===== src/verilog/usart_pkg.sv =====
// shared constants and types for the serial transmit/receive datapath
package usart_pkg;
    // register byte offsets
    localparam logic [7:0] OFS_DATA = 8'h00;
    localparam logic [7:0] OFS_STAT_A = 8'h04;
    localparam logic [7:0] OFS_CTRL_B = 8'h08;
    localparam logic [7:0] OFS_CTRL_C = 8'h0C;
    localparam logic [7:0] OFS_BAUD = 8'h10;
    // serial_stat_a bit positions
    localparam int STA_RX_DONE = 7;
    localparam int STA_TX_DONE = 6;
    localparam int STA_TX_EMPTY = 5;
    localparam int STA_FRAME_ERR = 4;
    localparam int STA_OVERRUN = 3;
    localparam int STA_PAR_ERR = 2;
    // serial_ctrl_b bit positions
    localparam int CTB_RX_IE = 7;
    localparam int CTB_TX_DONE_IE = 6;
    localparam int CTB_TX_EMPTY_IE = 5;
    localparam int CTB_RX_EN = 4;
    localparam int CTB_TX_EN = 3;
    localparam int CTB_CSZ2 = 2;
    localparam int CTB_RX_NINTH = 1;
    localparam int CTB_TX_NINTH = 0;
    // serial_ctrl_c bit positions
    localparam int CTC_SYNC = 6;
    localparam int CTC_PAR_EN = 5;
    localparam int CTC_PAR_ODD = 4;
    localparam int CTC_STOP2 = 3;
    localparam int CTC_CSZ_LO = 1;
    // reset values
    localparam logic [7:0] CTRL_B_RST = 8'h00;
    localparam logic [7:0] CTRL_C_RST = 8'h06;
    localparam logic [15:0] BAUD_RST = 16'h000F;
    // character size code for nine data bits
    localparam logic [2:0] CSZ_NINE = 3'h7;
    localparam logic [3:0] NBITS_BASE = 4'h5;
    localparam logic [3:0] NBITS_NINE = 4'h9;
    localparam int FIFO_DEPTH = 2;
    typedef enum logic [2:0] {
        RX_IDLE = 3'b001,
        RX_START = 3'b010,
        RX_BITS = 3'b100
    } rx_state_e;
endpackage


===== src/verilog/usart_datapath.sv =====
// serial transmit and receive datapath with APB register access
// Notes on behaviour
// - tx buffer empty flag high while buffer empty, low while holding data.
// - empty-buffer request stays asserted while enabled and flag set.
// - data register write loads the buffer, clearing the empty flag; here the write is ignored while the transmitter is off.
// - done flag sets when frame leaves shifter with buffer empty.
// - done flag clears on interrupt service or writing one.
// - done request raised when enabled and done flag sets.
// - parity bit inserted after last data bit, before stop bits.
// - transmit disable waits for empty shifter and buffer, then releases pin.
// - receive enable takes over the serial input pin.
// - synchronous mode uses the external clock pin as bit clock.
// - reception starts on valid start bit, samples up to first stop.
// - at first stop bit the frame moves into the receive buffer.
// - unused upper data bits of short characters read as zero.
// - ninth bit and error flags travel with each frame, read first.
// - frame is start, data lsb first, optional parity, stop bits.
// - buffer moves to shifter when idle or right after last stop.
// - parity is xor of data bits, inverted for odd.
// - receive done flag reads one while unread data remains.
//
// Added by the designer: the APB slave port and the placing of the registers.
`timescale 1ns/1ps
`default_nettype none
module usart_datapath (
    input wire logic pclk,
    input wire logic presetn,
    input wire logic psel,
    input wire logic penable,
    input wire logic pwrite,
    input wire logic [7:0] paddr,
    input wire logic [31:0] pwdata,
    output logic [31:0] prdata,
    output logic pready,
    output logic pslverr,
    input wire logic serial_in_pin,
    input wire logic ext_bit_clock_pin,
    output logic serial_out_pin,
    output logic serial_out_oe,
    output logic serial_in_owned,
    output logic irq_tx_empty,
    output logic irq_tx_done,
    output logic irq_rx_done,
    input wire logic tx_done_ack
);
    logic rx_ie_q, txc_ie_q, udre_ie_q, rx_en_q, tx_en_q, csz2_q, tx_ninth_q;
    logic sync_q, par_en_q, par_odd_q, stop2_q;
    logic [1:0] csz_lo_q;
    logic [15:0] baud_q;
    logic [31:0] prdata_q;
    logic pslverr_q;
    logic [3:0] nbits;
    logic setup, acc, wr_data, rd_data, wr_stat, wr_b, wr_c, wr_baud, mapped;
    logic rxi_1_q, rxi_2_q, xck_1_q, xck_2_q, xck_3_q, x_rise, x_fall;

    // character length in data bits
    assign nbits = ({csz2_q, csz_lo_q} == usart_pkg::CSZ_NINE) ? usart_pkg::NBITS_NINE :
        usart_pkg::NBITS_BASE + {2'b00, csz_lo_q};

    // bus phases: decode taken at setup, effects at the access edge
    assign setup = psel && !penable;
    assign acc = psel && penable;
    assign pready = acc;
    assign prdata = prdata_q;
    assign pslverr = pslverr_q && acc;
    assign wr_data = acc && pwrite && paddr == usart_pkg::OFS_DATA;
    assign rd_data = acc && !pwrite && paddr == usart_pkg::OFS_DATA;
    assign wr_stat = acc && pwrite && paddr == usart_pkg::OFS_STAT_A;
    assign wr_b = acc && pwrite && paddr == usart_pkg::OFS_CTRL_B;
    assign wr_c = acc && pwrite && paddr == usart_pkg::OFS_CTRL_C;
    assign wr_baud = acc && pwrite && paddr == usart_pkg::OFS_BAUD;
    assign mapped = paddr == usart_pkg::OFS_DATA || paddr == usart_pkg::OFS_STAT_A ||
        paddr == usart_pkg::OFS_CTRL_B || paddr == usart_pkg::OFS_CTRL_C ||
        paddr == usart_pkg::OFS_BAUD;

    // pin synchronisers; the first stage feeds only the second
    always_ff @(posedge pclk or negedge presetn) begin
        if (!presetn) begin
            rxi_1_q <= 1'b1;
            rxi_2_q <= 1'b1;
            xck_1_q <= 1'b0;
            xck_2_q <= 1'b0;
            xck_3_q <= 1'b0;
        end else begin
            rxi_1_q <= serial_in_pin;
            rxi_2_q <= rxi_1_q;
            xck_1_q <= ext_bit_clock_pin;
            xck_2_q <= xck_1_q;
            xck_3_q <= xck_2_q;
        end
    end
    assign x_rise = xck_2_q && !xck_3_q;
    assign x_fall = !xck_2_q && xck_3_q;

    // control registers
    always_ff @(posedge pclk or negedge presetn) begin
        if (!presetn) begin
            {rx_ie_q, txc_ie_q, udre_ie_q, rx_en_q} <= usart_pkg::CTRL_B_RST[7:4];
            {tx_en_q, csz2_q, tx_ninth_q} <= {usart_pkg::CTRL_B_RST[3:2],
                usart_pkg::CTRL_B_RST[0]};
            {sync_q, par_en_q, par_odd_q, stop2_q} <= usart_pkg::CTRL_C_RST[6:3];
            csz_lo_q <= usart_pkg::CTRL_C_RST[2:1];
            baud_q <= usart_pkg::BAUD_RST;
        end else begin
            if (wr_b) begin
                rx_ie_q <= pwdata[usart_pkg::CTB_RX_IE];
                txc_ie_q <= pwdata[usart_pkg::CTB_TX_DONE_IE];
                udre_ie_q <= pwdata[usart_pkg::CTB_TX_EMPTY_IE];
                rx_en_q <= pwdata[usart_pkg::CTB_RX_EN];
                tx_en_q <= pwdata[usart_pkg::CTB_TX_EN];
                csz2_q <= pwdata[usart_pkg::CTB_CSZ2];
                tx_ninth_q <= pwdata[usart_pkg::CTB_TX_NINTH];
            end
            if (wr_c) begin
                sync_q <= pwdata[usart_pkg::CTC_SYNC];
                par_en_q <= pwdata[usart_pkg::CTC_PAR_EN];
                par_odd_q <= pwdata[usart_pkg::CTC_PAR_ODD];
                stop2_q <= pwdata[usart_pkg::CTC_STOP2];
                csz_lo_q <= pwdata[usart_pkg::CTC_CSZ_LO +: 2];
            end
            if (wr_baud)
                baud_q <= pwdata[15:0];
        end
    end

    // ---------------- transmitter ----------------
    logic [8:0] tx_buf_q;
    logic tx_buf_full_q, tx_inflight_q, tx_done_q, tx_drive_q, tx_out_q;
    logic [11:0] tx_sh_q;
    logic [3:0] tx_cnt_q;
    logic [15:0] tx_bcnt_q;
    logic tx_tick, tx_load, txc_set;

    // data bits lsb first, parity after the last data bit, ones for stops
    function automatic logic [11:0] tx_frame(input logic [8:0] d, input logic [3:0] n,
        input logic pen, input logic podd);
        logic [11:0] f;
        logic p;
        f = 12'hFFF;
        p = podd;
        for (int i = 0; i < 9; i++) begin
            if (i < int'(n)) begin
                f[i] = d[i];
                p = p ^ d[i];
            end
        end
        if (pen)
            f[n] = p;
        return f;
    endfunction

    // bit clock: pin rising edge in sync mode, divider otherwise
    assign tx_tick = sync_q ? x_rise : (tx_bcnt_q == 16'h0000);
    assign tx_load = tx_tick && tx_cnt_q == 4'h0 && tx_buf_full_q;
    assign txc_set = tx_tick && tx_cnt_q == 4'h0 && tx_inflight_q && !tx_buf_full_q;

    always_ff @(posedge pclk or negedge presetn) begin
        if (!presetn)
            tx_bcnt_q <= 16'h0000;
        else if (tx_bcnt_q == 16'h0000)
            tx_bcnt_q <= baud_q;
        else
            tx_bcnt_q <= tx_bcnt_q - 16'h0001;
    end

    // transmit buffer; a write only lands while the transmitter is on
    always_ff @(posedge pclk or negedge presetn) begin
        if (!presetn) begin
            tx_buf_q <= 9'h000;
            tx_buf_full_q <= 1'b0;
        end else if (wr_data && tx_en_q) begin
            tx_buf_q <= {tx_ninth_q, pwdata[7:0]};
            tx_buf_full_q <= 1'b1;
        end else if (tx_load) begin
            tx_buf_full_q <= 1'b0;
        end
    end

    // shifter: start bit goes out at load, rest of frame on later ticks
    always_ff @(posedge pclk or negedge presetn) begin
        if (!presetn) begin
            tx_sh_q <= 12'hFFF;
            tx_cnt_q <= 4'h0;
            tx_out_q <= 1'b1;
            tx_inflight_q <= 1'b0;
        end else if (tx_tick) begin
            if (tx_cnt_q != 4'h0) begin
                tx_out_q <= tx_sh_q[0];
                tx_sh_q <= {1'b1, tx_sh_q[11:1]};
                tx_cnt_q <= tx_cnt_q - 4'h1;
            end else if (tx_load) begin
                tx_out_q <= 1'b0;
                tx_sh_q <= tx_frame(tx_buf_q, nbits, par_en_q, par_odd_q);
                tx_cnt_q <= nbits + {3'b000, par_en_q} + 4'h1 + {3'b000, stop2_q};
                tx_inflight_q <= 1'b1;
            end else begin
                tx_out_q <= 1'b1;
                tx_inflight_q <= 1'b0;
            end
        end
    end

    // done flag: a set in the same cycle as a clear wins
    always_ff @(posedge pclk or negedge presetn) begin
        if (!presetn)
            tx_done_q <= 1'b0;
        else if (txc_set)
            tx_done_q <= 1'b1;
        else if (tx_done_ack || (wr_stat && pwdata[usart_pkg::STA_TX_DONE]))
            tx_done_q <= 1'b0;
    end

    // pin ownership lingers until shifter and buffer have drained
    always_ff @(posedge pclk or negedge presetn) begin
        if (!presetn)
            tx_drive_q <= 1'b0;
        else if (tx_en_q)
            tx_drive_q <= 1'b1;
        else if (!tx_inflight_q && !tx_buf_full_q && !tx_load)
            tx_drive_q <= 1'b0;
    end
    assign serial_out_pin = tx_drive_q ? tx_out_q : 1'b1;
    assign serial_out_oe = tx_drive_q;
    assign irq_tx_empty = udre_ie_q && !tx_buf_full_q;
    assign irq_tx_done = txc_ie_q && tx_done_q;

    // ---------------- receiver ----------------
    usart_pkg::rx_state_e rx_st_q;
    logic [15:0] rx_bcnt_q;
    logic [10:0] rx_sh_q;
    logic [3:0] rx_idx_q, rx_last;
    logic rx_smp, rx_push, dor_pend_q, rx_bit;
    logic [8:0] rx_data;
    logic rx_fe, rx_pe;
    logic [11:0] fifo_q [usart_pkg::FIFO_DEPTH];
    logic rd_ptr_q, wr_ptr_q;
    logic [1:0] rx_cnt_q;
    logic [11:0] rx_head;

    assign serial_in_owned = rx_en_q;
    assign rx_bit = rxi_2_q;
    assign rx_smp = sync_q ? x_fall : (rx_bcnt_q == 16'h0000);
    assign rx_last = nbits + {3'b000, par_en_q};
    assign rx_push = rx_st_q == usart_pkg::RX_BITS && rx_smp && rx_idx_q == rx_last;

    // data masked to character length, parity and first-stop checks
    always_comb begin
        rx_data = 9'h000;
        for (int i = 0; i < 9; i++) begin
            if (i < int'(nbits))
                rx_data[i] = rx_sh_q[i];
        end
        rx_pe = par_en_q && (^rx_data ^ par_odd_q ^ rx_sh_q[nbits]);
        rx_fe = !rx_bit;
    end

    // start detection and bit sampling; a second stop is never sampled
    always_ff @(posedge pclk or negedge presetn) begin
        if (!presetn) begin
            rx_st_q <= usart_pkg::RX_IDLE;
            rx_bcnt_q <= 16'h0000;
            rx_sh_q <= 11'h000;
            rx_idx_q <= 4'h0;
        end else begin
            rx_bcnt_q <= (rx_bcnt_q == 16'h0000) ? baud_q : rx_bcnt_q - 16'h0001;
            case (rx_st_q)
                usart_pkg::RX_IDLE: begin
                    rx_idx_q <= 4'h0;
                    if (rx_en_q && !rx_bit && sync_q && x_fall) begin
                        rx_st_q <= usart_pkg::RX_BITS;
                    end else if (rx_en_q && !rx_bit && !sync_q) begin
                        rx_st_q <= usart_pkg::RX_START;
                        rx_bcnt_q <= {1'b0, baud_q[15:1]};
                    end
                end
                usart_pkg::RX_START: begin
                    // mid-bit recheck rejects glitches as start bits
                    if (rx_smp)
                        rx_st_q <= rx_bit ? usart_pkg::RX_IDLE : usart_pkg::RX_BITS;
                end
                usart_pkg::RX_BITS: begin
                    if (rx_smp) begin
                        rx_sh_q[rx_idx_q] <= rx_bit;
                        rx_idx_q <= rx_idx_q + 4'h1;
                        if (rx_push)
                            rx_st_q <= usart_pkg::RX_IDLE;
                    end
                end
                default: rx_st_q <= usart_pkg::RX_IDLE;
            endcase
            if (!rx_en_q)
                rx_st_q <= usart_pkg::RX_IDLE;
        end
    end

    // two-entry fifo of {overrun, parity err, frame err, data}
    always_ff @(posedge pclk or negedge presetn) begin
        if (!presetn) begin
            rd_ptr_q <= 1'b0;
            wr_ptr_q <= 1'b0;
            rx_cnt_q <= 2'b00;
            dor_pend_q <= 1'b0;
        end else if (!rx_en_q) begin
            rd_ptr_q <= 1'b0;
            wr_ptr_q <= 1'b0;
            rx_cnt_q <= 2'b00;
            dor_pend_q <= 1'b0;
        end else begin
            if (rx_push && rx_cnt_q != 2'(usart_pkg::FIFO_DEPTH)) begin
                wr_ptr_q <= !wr_ptr_q;
                dor_pend_q <= 1'b0;
            end else if (rx_push) begin
                dor_pend_q <= 1'b1;
            end
            if (rd_data && rx_cnt_q != 2'b00)
                rd_ptr_q <= !rd_ptr_q;
            rx_cnt_q <= rx_cnt_q + 2'((rx_push && rx_cnt_q != 2'(usart_pkg::FIFO_DEPTH)))
                - 2'((rd_data && rx_cnt_q != 2'b00));
        end
    end
    // frame storage needs no reset: an entry is read only once it is counted
    always_ff @(posedge pclk) begin
        if (rx_en_q && rx_push && rx_cnt_q != 2'(usart_pkg::FIFO_DEPTH))
            fifo_q[wr_ptr_q] <= {dor_pend_q, rx_pe, rx_fe, rx_data};
    end
    assign rx_head = (rx_cnt_q != 2'b00) ? fifo_q[rd_ptr_q] : 12'h000;
    assign irq_rx_done = rx_ie_q && rx_cnt_q != 2'b00;

    // read data captured in the setup cycle
    always_ff @(posedge pclk or negedge presetn) begin
        if (!presetn) begin
            prdata_q <= 32'h0000_0000;
            pslverr_q <= 1'b0;
        end else if (setup) begin
            pslverr_q <= !mapped;
            prdata_q <= 32'h0000_0000;
            case (paddr)
                usart_pkg::OFS_DATA: prdata_q[7:0] <= rx_head[7:0];
                usart_pkg::OFS_STAT_A: prdata_q[7:2] <= {rx_cnt_q != 2'b00, tx_done_q,
                    !tx_buf_full_q, rx_head[9], rx_head[11], rx_head[10]};
                usart_pkg::OFS_CTRL_B: prdata_q[7:0] <= {rx_ie_q, txc_ie_q, udre_ie_q,
                    rx_en_q, tx_en_q, csz2_q, rx_head[8], tx_ninth_q};
                usart_pkg::OFS_CTRL_C: prdata_q[6:1] <= {sync_q, par_en_q, par_odd_q,
                    stop2_q, csz_lo_q};
                usart_pkg::OFS_BAUD: prdata_q[15:0] <= baud_q;
                default: prdata_q <= 32'h0000_0000;
            endcase
        end
    end

    // checks
    a_buf_write_fills: assert property (@(posedge pclk) disable iff (!presetn)
        wr_data && tx_en_q |=> tx_buf_full_q) else $error("write did not fill buffer");
    a_empty_irq_level: assert property (@(posedge pclk) disable iff (!presetn)
        udre_ie_q && !tx_buf_full_q |-> irq_tx_empty) else $error("empty request low");
    a_done_needs_empty: assert property (@(posedge pclk) disable iff (!presetn)
        $rose(tx_done_q) |-> !$past(tx_buf_full_q) && $past(tx_inflight_q))
        else $error("bad done");
    a_done_clears: assert property (@(posedge pclk) disable iff (!presetn)
        tx_done_ack && !txc_set |=> !tx_done_q) else $error("done not cleared");
    a_done_irq: assert property (@(posedge pclk) disable iff (!presetn)
        $rose(tx_done_q) && txc_ie_q |-> irq_tx_done) else $error("done request missing");
    a_start_bit_out: assert property (@(posedge pclk) disable iff (!presetn)
        tx_load |=> !tx_out_q && tx_inflight_q) else $error("no start bit");
    a_disable_deferred: assert property (@(posedge pclk) disable iff (!presetn)
        (tx_inflight_q || tx_buf_full_q) |=> serial_out_oe) else $error("pin dropped early");
    a_short_char_mask: assert property (@(posedge pclk) disable iff (!presetn)
        rx_push && nbits < 4'h8 |-> (rx_data >> nbits) == 9'h000) else $error("unmasked");
    a_flush_on_off: assert property (@(posedge pclk) disable iff (!presetn)
        !rx_en_q |=> rx_cnt_q == 2'b00 && !irq_rx_done) else $error("fifo not flushed");
    c_tx_done: cover property (@(posedge pclk) disable iff (!presetn) txc_set);
    c_rx_push: cover property (@(posedge pclk) disable iff (!presetn) rx_push);
    c_overrun: cover property (@(posedge pclk) disable iff (!presetn) rx_push && rx_cnt_q == 2'b10);
    c_back_to_back: cover property (@(posedge pclk) disable iff (!presetn)
        tx_load && tx_inflight_q);
endmodule
`default_nettype wire


===== config.mk =====
export PLATFORM = sky130hd
export DESIGN_NAME = usart_datapath
export DESIGN_NICKNAME = d
export VERILOG_FILES = /design/src/verilog/usart_pkg.sv /design/src/verilog/usart_datapath.sv
export SDC_FILE = /design/constraint.sdc
export NUM_CORES = 1
export LEC_CHECK = 0
export BUFFER_PORTS_ARGS = -buffer_cell sky130_fd_sc_hd__buf_2
export CORE_MARGIN = 2
export CORE_UTILIZATION = 30
export DETAILED_ROUTE_END_ITERATION = 6
export SLEW_MARGIN = 20
export SYNTH_ARGS = -nofsm -noshare
export SYNTH_HDL_FRONTEND = slang
export SYNTH_SLANG_ARGS = --single-unit

===== constraint.sdc =====
create_clock -name pclk -period 4.6 [get_ports pclk]
set_input_delay 0.46 -clock pclk [delete_from_list [all_inputs] [get_ports pclk]]
set_output_delay 0.46 -clock pclk [all_outputs]
set_load 0.01 [all_outputs]

==> results.sh <==
export IMPL_outcome="finished clean"
export IMPL_ir_drop_v=0.000254
export IMPL_mostFrequentLayoutCell="dfrtp_1"
export IMPL_post_route_period_util_pct=77.2
export IMPL_synth_area_mm2=0.00842
export IMPL_design_core_area_mm2=0.0277
export IMPL_gr_total_overflow=0
export IMPL_p_per_area_mw_per_mm2=382
export IMPL_end_kind="flop"
export IMPL_hold_class="in2reg"
export IMPL_htree_levels=4
export IMPL_max_stage_delay_ns=0.65
export IMPL_fin_util_pct=34.7
export IMPL_clock_fmax_ghz=0.282
export IMPL_antenna_found_initial=0
export IMPL_dp_hpwl_um=14900
export IMPL_drv_slew=0
export IMPL_cp_top_family="adder cells"
export IMPL_syn_instance_count=828
export IMPL_yosys_register_bits=160
export IMPL_avgSynthCellArea_um2=10.2
export IMPL_dr_wl_met3_um=902
export IMPL_cap_viol_max_count=0
export IMPL_drt_pass1_iterations=5
export IMPL_drc=0
export IMPL_relSlewSlack_pct=35.8
export IMPL_cts_tree="done"
export IMPL_cts_max_path_buffers=2
export IMPL_grt_start_max_net_pins=61
export IMPL_antenna_cells=0
export IMPL_cts_made_buffers=17
export IMPL_dr_total_vias=6161
export IMPL_gp_congestion=0.839
export IMPL_grt_util_all_layers_pct=14.4
export IMPL_worstPathRequired_ns=4.92
export IMPL_synth_cell_type_count=69
export IMPL_avgViaCountPerCell=4.88
export IMPL_grt_pass1_wl_um=32300
export IMPL_holdPathStages=1
export IMPL_whs_ns=0.129
export IMPL_yosys_warnings=0
export IMPL_layout_common_cells="dfrtp_1 (114), nand2_1 (111), o21ai_0 (87)"
export IMPL_wire_per_inst_um=16.4
export IMPL_synthFlopType="dfrtp_1"
export IMPL_grt_pass1_vias=5801
export IMPL_dieWidth_um=172
export IMPL_dr_max_layer_used="met4"
export IMPL_wl_met1_um=9380
export IMPL_ant_nets=0
export IMPL_io_buffers=55
export IMPL_clock_latency_ns=0.43
export IMPL_syn_to_final_growth_pct=14.3
export IMPL_drive_above_1_share_pct=19.8
export IMPL_path_clk_slew_ns=0.06
export IMPL_finalCriticalPeriod_ns=3.55
export IMPL_worstPathMaxFanout=9
export IMPL_n_fill_cell=2799
export IMPL_seq_area_frac_synth_pct=49.3
export IMPL_setup_viol=0
export IMPL_worst_pin_slew_ns=0.954
export IMPL_die_h_um=172
export IMPL_arrival_ns=3.87
export IMPL_slowest_stage="dfstp_2"
export IMPL_critical_path_class="reg2reg"
export IMPL_synthArstFlopShare_pct=85.0
export IMPL_startpoint_type="flop"
export IMPL_hold_violations=0
export IMPL_num_io_pins=88
export IMPL_crit_path_cell_trace="ha_1 -> a21bo_2 -> ha_1 -> fa_1 -> xnor2_1 -> o211ai_1 -> nor3_4 -> inv_1 -> ha_1 -> inv_1 -> ha_1 -> xnor2_1 -> and2_1"
export IMPL_p_leak_nw=4.04
export IMPL_cts_sinks=160
export IMPL_cp_depth=13
export IMPL_start_util_pct=30.4
export IMPL_cpMostUsedCell="ha_1"
export IMPL_num_rows=61
export IMPL_synth_edf_count=24
export IMPL_dieArea_mm2=0.0294
export IMPL_final_nets=939
export IMPL_crit_buf_inv=2
export IMPL_fin_worst_skew_ns=0.00875
export IMPL_rsz0062_at_grt="no"
export IMPL_wirelength_um=20700
export IMPL_synth_area_leaders="dfrtp_1 (34%), edfxtp_1 (8.6%), dfstp_2 (6.9%)"
export IMPL_route_met2_wl_um=9950
export IMPL_reg2regPathDepth=13
export IMPL_total_power_w=0.00367
export IMPL_first_iter_violations=509
export IMPL_synth_top_area_share_pct=33.9
export IMPL_synth_top_area_cell="dfrtp_1"
export IMPL_cts_root_buffer="clkbuf_16"
export IMPL_tns_ns=0
-- power breakdown --
| part | switching (W) | internal [W] | leakage [nW] |
|---|---|---|---|
| Combinational | 0.000266 | 0.000225 | 1.83 |
| Sequential | 0.000154 | 0.00158 | 1.91 |
| Clock | 0.000564 | 0.000879 | 0.292 |
| Total | 0.000984 | 0.00269 | 4.04 |
-- Yosys cell counts, types with 5 or more instances --
| cell type | instances |
|---|---|
| nand3_1 | 24 |
| mux2i_1 | 9 |
| o31ai_1 | 5 |
| or4_1 | 5 |
| buf_4 | 16 |
| or3_1 | 6 |
| ha_1 | 19 |
| mux2_2 | 38 |
| xor2_1 | 15 |
| nor3b_1 | 6 |
| nand2b_1 | 10 |
| a31oi_1 | 5 |
| dfstp_2 | 22 |
| nor4_1 | 8 |
| and3_1 | 10 |
| clkbuf_1 | 35 |
| nor2_1 | 48 |
| o21ai_0 | 87 |
| a41oi_1 | 5 |
| o21bai_1 | 5 |
| nand2_1 | 111 |
| nand4_1 | 5 |
| xnor2_1 | 28 |
| a21oi_1 | 27 |
| edfxtp_1 | 24 |
| nor2b_1 | 16 |
| dfrtp_1 | 114 |
| mux4_2 | 6 |
| inv_1 | 23 |
| nor3_1 | 20 |
| and2_1 | 12 |
| mux2_4 | 7 |
-- what timing repair did --
| item | CTS | global route |
|---|---|---|
| endpoints found under the setup margin | 0 | 0 |
| hold buffers | 1 | 0 |
| setup buffers | 0 | 0 |
| gates resized for setup | 0 | 0 |
| hold endpoints to repair | 39 | 0 |
-- final cells by class --
cell class | count | area, um^2 | area share, %
Tap cell | 378 | 473 | 4.91
Clock inverter | 8 | 115 | 1.20
Clock buffer | 24 | 472 | 4.90
Multi-Input combinational cell | 605 | 3970 | 41.3
Sequential cell | 160 | 4150 | 43.1
Timing Repair Buffer | 64 | 352 | 3.65
Inverter | 23 | 86.3 | 0.897
-- final timing paths --
path | from | to | slack, ns
setup / recovery | csz_lo_q[0]$_DFFE_PN1P_ | rx_cnt_q[1]$_DFF_PN0_ | 1.05
hold reg to reg | rxi_1_q$_DFF_PN1_ | rx_bit$_DFF_PN1_ | 0.36
setup reg to reg | csz_lo_q[0]$_DFFE_PN1P_ | rx_cnt_q[1]$_DFF_PN0_ | 1.05
min in group asynchronous | presetn | rx_bcnt_q[0]$_DFF_PN0_ | 0.53
max in group asynchronous | presetn | tx_cnt_q[1]$_DFFE_PN0P_ | 2.97
hold / removal | serial_in_pin | rxi_1_q$_DFF_PN1_ | 0.13
-- sequential cells by signal (all words and copies together) (netlist names), 2 cells and up --
name	cells
rx_bcnt_q	16
tx_sh_q	12
tx_cnt_q	4
tx_bcnt_q	16
rx_cnt_q	2
tx_buf_q	9
baud_q	16
fifo_q	24
rx_st_q	3
csz_lo_q	2
prdata	16
rx_sh_q	11
rx_idx_q	4
-- worst register-to-register path: stages (launching register included) --
cell and delay, ns:
dfstp_2 0.65, ha_1 0.33, a21bo_2 0.30, ha_1 0.20
fa_1 0.48, xnor2_1 0.18, o211ai_1 0.23, nor3_4 0.24
inv_1 0.09, ha_1 0.27, inv_1 0.04, ha_1 0.17
xnor2_1 0.12, and2_1 0.15
-- cell families (layout without fill, tap and decap cells) --
group                    after synthesis  after routing  share of synthesized area, %
AO/OA/AOI/OAI                        169            169                          12.0
XOR/XNOR                              44             44                          4.74
adder cells (fa/ha/maj)               20             20                          3.06
buffers and inverters                 78            119                          4.24
flip-flops                           160            160                          49.3
multiplexers                          60             60                          9.01
other                                  1             16                        0.0445
AND/OR/NAND/NOR                      296            296                          17.6
-- per-stage QoR --
stage / cell area [um^2] / setup WS (ns) / cells
after floorplan: 8470 / 1.14 / 843
after global placement: 9020 / 1.06 / 1229
after detailed placement: 9020 / 1.03 / 1229
after CTS: 9620 / 1.01 / 1262
after global routing: 9620 / 0.766 / 1262
final: 9620 / 1.05 / 1262
-- per-layer routing --
layer	GRT usage [%]	vias to the layer above
met3	2.83	34
met1	19.3	2994
met2	23.4	155
met5	0	-
li1	-	2978
met4	4.90	0
No activity file was read; power rests on OpenSTA's default activity.
